--- config.mk ---
export PLATFORM = sky130hd
export DESIGN_NAME = mci_top
export DESIGN_NICKNAME = d
export VERILOG_FILES = /design/src/mci_pkg.sv /design/src/mci_top.sv /design/src/mci_pwm.sv
export SDC_FILE = /design/constraint.sdc
export NUM_CORES = 1
export LEC_CHECK = 0
export ABC_AREA = 1
export BUFFER_PORTS_ARGS = -buffer_cell sky130_fd_sc_hd__buf_4
export CORE_ASPECT_RATIO = 0.75
export CORE_UTILIZATION = 44
export CTS_CLUSTER_DIAMETER = 60
export DETAILED_ROUTE_END_ITERATION = 7
export HOLD_SLACK_MARGIN = 0.05
export PLACE_DENSITY = 0.66
export SYNTH_ARGS = -nofsm -noshare
export SYNTH_HDL_FRONTEND = slang
export SYNTH_SLANG_ARGS = --single-unit
--- constraint.sdc ---
create_clock -name i_clk -period 2.6 [get_ports i_clk]
set_input_delay 0.26 -clock i_clk [delete_from_list [all_inputs] [get_ports i_clk]]
set_output_delay 0.26 -clock i_clk [all_outputs]
set_load 0.005 [all_outputs]
--- src/mci_pkg.sv ---
package mci_pkg;
	// ************************************************
	// mailbox addresses
	// ************************************************
	localparam logic [1:0] ADDR_W        = 2'h2;
	localparam logic [1:0] A_PARAM_LOW   = 2'h0;
	localparam logic [1:0] A_PARAM_HIGH  = 2'h1;
	localparam logic [1:0] A_CODE_BYTE   = 2'h2;
	localparam logic [1:0] A_RESERVED    = 2'h3;
	// ************************************************
	// command codes
	// ************************************************
	localparam logic [7:0] C_CLEAR    = 8'h00;
	localparam logic [7:0] C_READBACK = 8'h07;
	localparam logic [7:0] C_BOARD_ID = 8'h0D;
	localparam logic [7:0] C_FW_VER   = 8'h0E;
	localparam logic [7:0] C_HW_VER   = 8'h0F;
	localparam logic [7:0] C_HI0      = 8'h10;
	localparam logic [7:0] C_LO0      = 8'h11;
	localparam logic [7:0] C_HI1      = 8'h12;
	localparam logic [7:0] C_LO1      = 8'h13;
	localparam logic [7:0] C_BURST0   = 8'h14;
	localparam logic [7:0] C_BURST1   = 8'h15;
	localparam logic [7:0] C_PWM_EN   = 8'h1F;
	localparam logic [7:0] C_FILTER   = 8'h20;
	localparam logic [7:0] C_PAT_EN   = 8'h21;
	localparam logic [7:0] C_PAT_VAL  = 8'h22;
	localparam logic [7:0] C_RISE     = 8'h23;
	localparam logic [7:0] C_FALL     = 8'h24;
	// ************************************************
	// timing, board id width and zero byte
	// ************************************************
	localparam int CLK_MHZ      = 200;
	localparam int TICK_US      = 100;
	localparam int TICK_CYCLES  = CLK_MHZ * TICK_US;
	localparam int BOARD_ID_W   = 4;
	localparam logic [7:0] ZERO_BYTE = 8'h00;
	// ************************************************
	// carriers
	// ************************************************
	typedef struct packed {
		logic       wr;
		logic       rd;
		logic [1:0] addr;
		logic [7:0] wdata;
	} mci_bus_t;
	typedef struct packed {
		logic [15:0] high_cnt;
		logic [15:0] low_cnt;
		logic [15:0] burst;
		logic        enable;
	} mci_pwm_cfg_t;
endpackage

--- src/mci_top.sv ---
`timescale 1ns/1ps
module mci_top
	import mci_pkg::*;
#(
	parameter int              TICK_DIV = mci_pkg::TICK_CYCLES, // cycles per 100us
	parameter logic [15:0]     FW_VER   = 16'h0100,             // arbitrary value
	parameter logic [15:0]     HW_VER   = 16'h0100              // arbitrary value
)(
	input  wire logic            i_clk,             // system clock
	input  wire logic            i_srst,            // sync reset
	input  wire logic            i_wr,              // write strobe
	input  wire logic            i_rd,              // read strobe
	input  wire logic [1:0]      i_addr,            // byte select
	input  wire logic [7:0]      i_wdata,           // write data
	output logic      [7:0]      o_rdata,           // read data, next cycle
	input  wire logic [7:0]      i_isolated_input,  // input pins
	input  wire logic [3:0]      i_board_ident,     // board id straps
	output logic                 o_pulse_out_0,     // pwm 0
	output logic                 o_pulse_out_1,     // pwm 1
	output logic      [7:0]      o_filter_en,       // filter enables
	output logic                 o_pattern_match,   // pattern matched level
	output logic                 o_edge_irq         // edge seen, one cycle
);
	import mci_pkg::*;

	// ************************************************
	// state
	// ************************************************
	typedef struct packed {
		logic [7:0]  param_low;
		logic [7:0]  param_high;
		logic [7:0]  code;
		logic        req;
		logic [7:0]  reply_low;
		logic [7:0]  reply_high;
		logic [7:0]  reply_echo;
		logic [7:0]  rdata;
		logic [7:0]  in_s1;
		logic [7:0]  in_s2;
		logic [7:0]  in_prev;
		logic [3:0]  id_s1;
		logic [3:0]  id_s2;
		logic [15:0] tick_cnt;
		logic        tick;
		logic [15:0] hi0;
		logic [15:0] lo0;
		logic [15:0] hi1;
		logic [15:0] lo1;
		logic [15:0] burst0;
		logic [15:0] burst1;
		logic [1:0]  pwm_en;
		logic [1:0]  start;
		logic [1:0]  stop;
		logic [7:0]  filter;
		logic [7:0]  pat_en;
		logic [7:0]  pat_val;
		logic [7:0]  rise_en;
		logic [7:0]  fall_en;
		logic        match;
		logic        irq;
	} mci_st_t;

	mci_st_t     st_ff;
	mci_st_t     nxt_st;
	logic [1:0]  pwm_pulse;
	logic [1:0]  pwm_done;

	localparam logic [15:0] TICK_LAST = 16'(TICK_DIV - 1);

	// ************************************************
	// helpers
	// ************************************************
	function automatic logic [15:0] word16(input logic [7:0] hi, input logic [7:0] lo);
		word16 = {hi, lo};
	endfunction

	// readback of a setting by its command code; unknown codes read zero
	function automatic logic [15:0] setting_of(input mci_st_t s, input logic [7:0] c);
		case (c)
			C_HI0:    setting_of = s.hi0;
			C_LO0:    setting_of = s.lo0;
			C_HI1:    setting_of = s.hi1;
			C_LO1:    setting_of = s.lo1;
			C_BURST0: setting_of = s.burst0;
			C_BURST1: setting_of = s.burst1;
			C_PWM_EN: setting_of = {14'h0000, s.pwm_en};
			C_FILTER: setting_of = {ZERO_BYTE, s.filter};
			C_PAT_EN: setting_of = {ZERO_BYTE, s.pat_en};
			C_PAT_VAL: setting_of = {ZERO_BYTE, s.pat_val};
			C_RISE:   setting_of = {ZERO_BYTE, s.rise_en};
			C_FALL:   setting_of = {ZERO_BYTE, s.fall_en};
			C_BOARD_ID: setting_of = {ZERO_BYTE, 4'h0, s.id_s2};
			C_FW_VER: setting_of = FW_VER;
			C_HW_VER: setting_of = HW_VER;
			default:  setting_of = 16'h0000;
		endcase
	endfunction

	// ************************************************
	// next state
	// ************************************************
	always_comb begin
		logic [15:0] val;
		logic [15:0] rb;
		logic [7:0]  rises;
		logic [7:0]  falls;
		val = 16'h0000;
		rb = 16'h0000;
		rises = 8'h00;
		falls = 8'h00;
		nxt_st = st_ff;
		nxt_st.start = 2'b00;
		nxt_st.stop = 2'b00;
		// inputs pass two flops before any use
		nxt_st.in_s1 = i_isolated_input;
		nxt_st.in_s2 = st_ff.in_s1;
		nxt_st.in_prev = st_ff.in_s2;
		nxt_st.id_s1 = i_board_ident;
		nxt_st.id_s2 = st_ff.id_s1;
		// 100us tick divider
		if (st_ff.tick_cnt == TICK_LAST) begin
			nxt_st.tick_cnt = 16'h0000;
			nxt_st.tick = 1'b1;
		end else begin
			nxt_st.tick_cnt = st_ff.tick_cnt + 16'h0001;
			nxt_st.tick = 1'b0;
		end
		// mailbox writes; reserved byte is accepted and dropped
		if (i_wr) begin
			case (i_addr)
				A_PARAM_LOW:  nxt_st.param_low = i_wdata;
				A_PARAM_HIGH: nxt_st.param_high = i_wdata;
				A_CODE_BYTE: begin
					nxt_st.code = i_wdata;
					nxt_st.req = 1'b1;
				end
				default: ;
			endcase
		end
		// execute one captured request; params latched at code write time
		if (st_ff.req) begin
			nxt_st.req = (i_wr && i_addr == A_CODE_BYTE);
			val = word16(st_ff.param_high, st_ff.param_low);
			case (st_ff.code)
				C_READBACK: begin
					rb = setting_of(st_ff, st_ff.param_low);
					nxt_st.reply_low = rb[7:0];
					nxt_st.reply_high = rb[15:8];
				end
				C_BOARD_ID: nxt_st.reply_low = {4'h0, st_ff.id_s2};
				C_FW_VER: begin
					nxt_st.reply_low = FW_VER[7:0];
					nxt_st.reply_high = FW_VER[15:8];
				end
				C_HW_VER: begin
					nxt_st.reply_low = HW_VER[7:0];
					nxt_st.reply_high = HW_VER[15:8];
				end
				C_HI0: nxt_st.hi0 = val;
				C_LO0: nxt_st.lo0 = val;
				C_HI1: nxt_st.hi1 = val;
				C_LO1: nxt_st.lo1 = val;
				C_BURST0: nxt_st.burst0 = val;
				C_BURST1: nxt_st.burst1 = val;
				C_PWM_EN: begin
					nxt_st.pwm_en = st_ff.param_low[1:0];
					nxt_st.start = st_ff.param_low[1:0];
					nxt_st.stop = ~st_ff.param_low[1:0];
				end
				C_FILTER: nxt_st.filter = st_ff.param_low;
				C_PAT_EN: nxt_st.pat_en = st_ff.param_low;
				C_PAT_VAL: nxt_st.pat_val = st_ff.param_low;
				C_RISE: nxt_st.rise_en = st_ff.param_low;
				C_FALL: nxt_st.fall_en = st_ff.param_low;
				default: ;
			endcase
			nxt_st.reply_echo = st_ff.code;
		end
		// burst end clears the enable bit unless a new enable lands now
		if (pwm_done[0] && !nxt_st.start[0]) begin
			nxt_st.pwm_en[0] = 1'b0;
		end
		if (pwm_done[1] && !nxt_st.start[1]) begin
			nxt_st.pwm_en[1] = 1'b0;
		end
		// masked pattern compare
		nxt_st.match = (((st_ff.in_s2 ^ st_ff.pat_val) & st_ff.pat_en) == 8'h00);
		// edge detection on synchronised levels
		rises = st_ff.in_s2 & ~st_ff.in_prev & st_ff.rise_en;
		falls = ~st_ff.in_s2 & st_ff.in_prev & st_ff.fall_en;
		nxt_st.irq = |(rises | falls);
		// read port
		nxt_st.rdata = ZERO_BYTE;
		if (i_rd) begin
			case (i_addr)
				A_PARAM_LOW:  nxt_st.rdata = st_ff.reply_low;
				A_PARAM_HIGH: nxt_st.rdata = st_ff.reply_high;
				A_CODE_BYTE:  nxt_st.rdata = st_ff.reply_echo;
				A_RESERVED:   nxt_st.rdata = st_ff.in_s2;
				default:      nxt_st.rdata = ZERO_BYTE;
			endcase
		end
	end

	always_ff @(posedge i_clk) begin
		if (i_srst) begin
			st_ff <= '0;
		end else begin
			st_ff <= nxt_st;
		end
	end

	// ************************************************
	// pwm channels
	// ************************************************
	mci_pwm u_pulse_out_0 (
		.i_clk   (i_clk),
		.i_srst  (i_srst),
		.i_tick  (st_ff.tick),
		.i_start (st_ff.start[0]),
		.i_stop  (st_ff.stop[0]),
		.i_cfg   ({st_ff.hi0, st_ff.lo0, st_ff.burst0, st_ff.pwm_en[0]}),
		.o_pulse (pwm_pulse[0]),
		.o_done  (pwm_done[0])
	);

	mci_pwm u_pulse_out_1 (
		.i_clk   (i_clk),
		.i_srst  (i_srst),
		.i_tick  (st_ff.tick),
		.i_start (st_ff.start[1]),
		.i_stop  (st_ff.stop[1]),
		.i_cfg   ({st_ff.hi1, st_ff.lo1, st_ff.burst1, st_ff.pwm_en[1]}),
		.o_pulse (pwm_pulse[1]),
		.o_done  (pwm_done[1])
	);

	// outputs straight from flops
	assign o_rdata         = st_ff.rdata;
	assign o_pulse_out_0   = pwm_pulse[0];
	assign o_pulse_out_1   = pwm_pulse[1];
	assign o_filter_en     = st_ff.filter;
	assign o_pattern_match = st_ff.match;
	assign o_edge_irq      = st_ff.irq;
endmodule

--- src/mci_pwm.sv ---
`timescale 1ns/1ps
module mci_pwm
	import mci_pkg::*;
(
	input  wire logic         i_clk,    // system clock
	input  wire logic         i_srst,   // sync reset
	input  wire logic         i_tick,   // 100us pulse
	input  wire logic         i_start,  // enable written to 1
	input  wire logic         i_stop,   // enable written to 0
	input  wire mci_pwm_cfg_t i_cfg,    // durations and burst
	output logic              o_pulse,  // pwm output
	output logic              o_done    // burst finished, one cycle
);
	import mci_pkg::*;
	typedef struct packed {
		logic        run;
		logic        phase_hi;
		logic [15:0] cnt;
		logic [15:0] left;
		logic        inf;
		logic        pulse;
		logic        done;
	} mci_pwm_st_t;
	mci_pwm_st_t st_ff;
	mci_pwm_st_t nxt_st;

	// phase counter steps on tick only; zero count is treated as one unit
	always_comb begin
		nxt_st = st_ff;
		nxt_st.done = 1'b0;
		if (i_stop) begin
			nxt_st.run = 1'b0;
		end else if (i_start) begin
			nxt_st.run = 1'b1;
			nxt_st.inf = (i_cfg.burst == 16'h0000);
			nxt_st.left = i_cfg.burst;
			nxt_st.phase_hi = 1'b1;
			nxt_st.cnt = 16'h0001;
		end else if (st_ff.run && i_tick) begin
			if (st_ff.cnt >= (st_ff.phase_hi ? i_cfg.high_cnt : i_cfg.low_cnt)) begin
				nxt_st.cnt = 16'h0001;
				nxt_st.phase_hi = ~st_ff.phase_hi;
				if (!st_ff.phase_hi && !st_ff.inf) begin
					nxt_st.left = st_ff.left - 16'h0001;
					if (st_ff.left == 16'h0001) begin
						nxt_st.run = 1'b0;
						nxt_st.done = 1'b1;
					end
				end
			end else begin
				nxt_st.cnt = st_ff.cnt + 16'h0001;
			end
		end
		nxt_st.pulse = nxt_st.run & nxt_st.phase_hi;
	end

	always_ff @(posedge i_clk) begin
		if (i_srst) begin
			st_ff <= '0;
		end else begin
			st_ff <= nxt_st;
		end
	end

	assign o_pulse = st_ff.pulse;
	assign o_done  = st_ff.done;
endmodule

==> results.cfg <==
[critical_path]
cpMaxStageDelayCell = dfxtp_1
path_buf_inv = 2
end_kind = flop
cp_top_family = simple AND/OR/NAND/NOR gates
slowest_delay_ns = 0.37
crit_chain = inv_2 -> nand2_4 -> nor2_1 -> buf_4 -> nand2_1 -> o21ai_0 -> nor2_1 -> nand2_1 -> nand2_1 -> a21oi_1
required_ns = 3.07
r2r_slack_ns = 0.21
rr_worst_depth = 10
cp_max_fo = 14
arrival_ns = 2.86
timing.rr.start = st_ff[245]
r2r-end = st_ff[217]
path_common_cell = nand2_1
start_kind = flop
critPathKind = reg -> reg

[power_and_ir_drop]
seqPwrFrac = 0.458
ir_drop_mv = 0.542
internal_power_uw = 8490
power.leakage_uw = 0.00757
p_sw_frac = 0.230
power_frac_clock = 0.500
cellPowerDensity_nw_per_um2 = 605
switchingPower_uw = 2540
comb_power_share = 0.042

[cells_and_area]
area_delta_synth_final_pct = 13.8
fillers = 3512
final_layout_size_suffix_gt1_frac = 0.0916
nets = 2395
diodes = 0

[yosys]
synth_adder_area_share = 0.0305
synth_warnings = 0
yosys.area_share.simple = 0.266
synth_edf_count = 0
synth_top_family_by_area = simple AND/OR/NAND/NOR gates
synth_commonest_cells = nand2_1 (396), dfxtp_1 (324), nor2_1 (276)
ys_seq_elements = 324
syn_avg_cell_area_um2 = 6.96
synthCells = 2303
syn-cell-area_um2 = 16000
synth_top_area_share = 0.405
yosysTopAreaCell = dfxtp_1
synth_seq_area_share = 0.405
ys_types = 47
synthTopCellsByArea = dfxtp_1 (40%), nand2_1 (9.3%), a21oi_1 (7.7%)
synth.area.mux_share = 0.00250
synth-xor-area-share = 0.0153
synth_fp_nets = 2368
postSynth.asyncResetShare = 0
synth-compound-area-share = 0.185
ys.flop_type = dfxtp_1
yosysMostFrequentCell = nand2_1

[placement]
place_ws_ns = 0.142
gp_routability_congestion = 0.893
dp_hpwl_um = 34100
place.port_buffers = 45

[grt]
first_global_vias = 13800
use_met1 = 0.379
overflow = 0
grt_util_all_layers = 0.253
grt_max_degree = 78
antenna_found_initial = 0
grt_pass1_wl_um = 75400
grt-busiest-layer = met1
grtUsageMet3 = 0.0528
use_met2 = 0.370

[floorplanning]
dieArea_um2 = 37200
die_h_um = 167
std_cell_rows = 60
start_util = 0.446
die_x_um = 222
core_area_um2 = 35900
pin_count = 46

[worst_hold_path]
hold_path.class = in -> reg
hold_depth = 3
min-delay-start = i_wdata[2]
whs_endpoint = st_ff[236]

[routing]
drt_wl_total_um = 47900
routedWlPerCell_um = 17.0
viasPerCell = 5.50
dr.pass1.iters = 8
remaining_drc_errors = 0
vias = 15500
ant_nets = 0
drt_iter0_drc = 1752

[sta]
clock_skew_ns = 0.0198
min_period_ns = 2.39
max_freq_ghz = 0.418
slew_violations = 0
finalHoldViolCount = 0
worstMarginPinSlew_ns = 0.734
setup_ws_ns = 0.206
setup_tns_ns = 0
period_share = 0.921
setup_viol = 0
rsz0062_at_grt = no
slew_headroom = 0.510

[clock_network]
clock_path_buffers = 3
clk_pin_slew_ns = 0.07
cts_tree = done
clk_latency_ns = 0.54
htreeDepth = 2
cts_made_buffers = 35
clkSinkCount = 324
root_buffer = clkbuf_16

[flow_run]
cap_violations = 0

[run_status]
status = finished clean
[worst max path at each step]
stage | from | endpoint | slack, ns | cells past startpoint
global placement | u_pulse_out_0.st_ff[35] | u_pulse_out_0.st_ff[20] | 0.23 | 12
floorplan | u_pulse_out_0.st_ff[35] | u_pulse_out_0.st_ff[23] | 0.12 | 14
detailed placement | u_pulse_out_0.st_ff[35] | u_pulse_out_0.st_ff[33] | 0.14 | 12
CTS | u_pulse_out_1.st_ff[35] | u_pulse_out_1.st_ff[21] | 0.15 | 12
global route | u_pulse_out_0.st_ff[35] | u_pulse_out_0.st_ff[27] | 0.01 | 13
finish | st_ff[245] | st_ff[217] | 0.21 | 10
[logic make-up after synthesis]
group | after synthesis
mux | 4
fa+ha+maj | 39
xor+xnor | 28
simple gates | 974
compound gates | 566
flops | 324
buf+inv | 368
[layout make-up]
| class | count | area, um^2 | share of cell area |
|---|---|---|---|
| timing repair buffer | 113 | 956 | 0.0524 |
| sequential | 324 | 6490 | 0.356 |
| multi-input combinational | 1611 | 8010 | 0.439 |
| clock buffer | 46 | 998 | 0.0547 |
| clock inverter | 18 | 277 | 0.0152 |
| inverter | 245 | 926 | 0.0508 |
| tap | 465 | 582 | 0.0319 |
[cells in the final DEF, fill, tap and decap left out, types with 5 or more instances in the layout]
cell / instances
buf_12: 5
nand2_1: 396
ha_1: 39
xor2_1: 23
a21oi_1: 246
dlygate4sd3_1: 18
a211oi_1: 17
nand3_1: 166
xnor2_1: 5
clkbuf_16: 36
clkbuf_8: 6
inv_1: 225
nor2_1: 276
nor2_2: 13
a221oi_1: 8
buf_4: 90
o21ai_0: 240
nand4_1: 35
bufinv_16: 6
dfxtp_1: 324
a31oi_1: 8
o21ai_1: 27
inv_2: 17
nor3_1: 28
nand3b_1: 12
or2_2: 7
nor4_1: 17
nor2_4: 5
[worst min-delay path, stage by stage]
cell and delay, ns:
buf_4 0.12, o21ai_0 0.08, a21oi_1 0.10
[layer usage]
metal | wire [um] | vias to the layer above
met4 | 753 | 0
met5 | 0 | -
met2 | 20000 | 572
met1 | 22500 | 7212
met3 | 4580 | 58
li1 | - | 7691
[registers in the layout, summed over array words and instances (netlist names)]
register,cells
u_pulse_out_1.st_ff,35
u_pulse_out_0.st_ff,35
o_edge_irq,1
u_pulse_out_0.o_pulse,1
u_pulse_out_0.o_done,1
u_pulse_out_1.o_done,1
nxt_st,20
o_rdata,8
st_ff,212
u_pulse_out_1.o_pulse,1
o_filter_en,8
o_pattern_match,1
[metrics by stage]
step	util	power, uW	hold slack, ns	cell area, um^2	std cells
floorplan	-	5410	0.367	16000	2303
global placement	0.466	5580	0.392	16700	2735
detailed placement	0.466	5590	0.394	16700	2735
CTS	0.507	11100	0.0520	18200	2817
global route	0.508	11400	0.0732	18200	2822
finish	0.508	11000	0.0694	18200	2822
[power groups by stage]
| stage | Combinational [uW] | Clock (uW) | Sequential, uW |
|---|---|---|---|
| after global placement | 421 | 0 | 5160 |
| after global routing | 497 | 5800 | 5050 |
| after CTS | 451 | 5580 | 5050 |
| after detailed placement | 427 | 0 | 5160 |
| final | 462 | 5510 | 5050 |
| after floorplan | 259 | 0 | 5150 |
[what timing repair did]
action,4_1_cts,5_1_grt
hold endpoints to repair,18,0
hold buffers,18,0
setup endpoints to repair,0,37
resized for setup,0,5
buffers inserted,0,5
(Power assumes the default switching activity.)
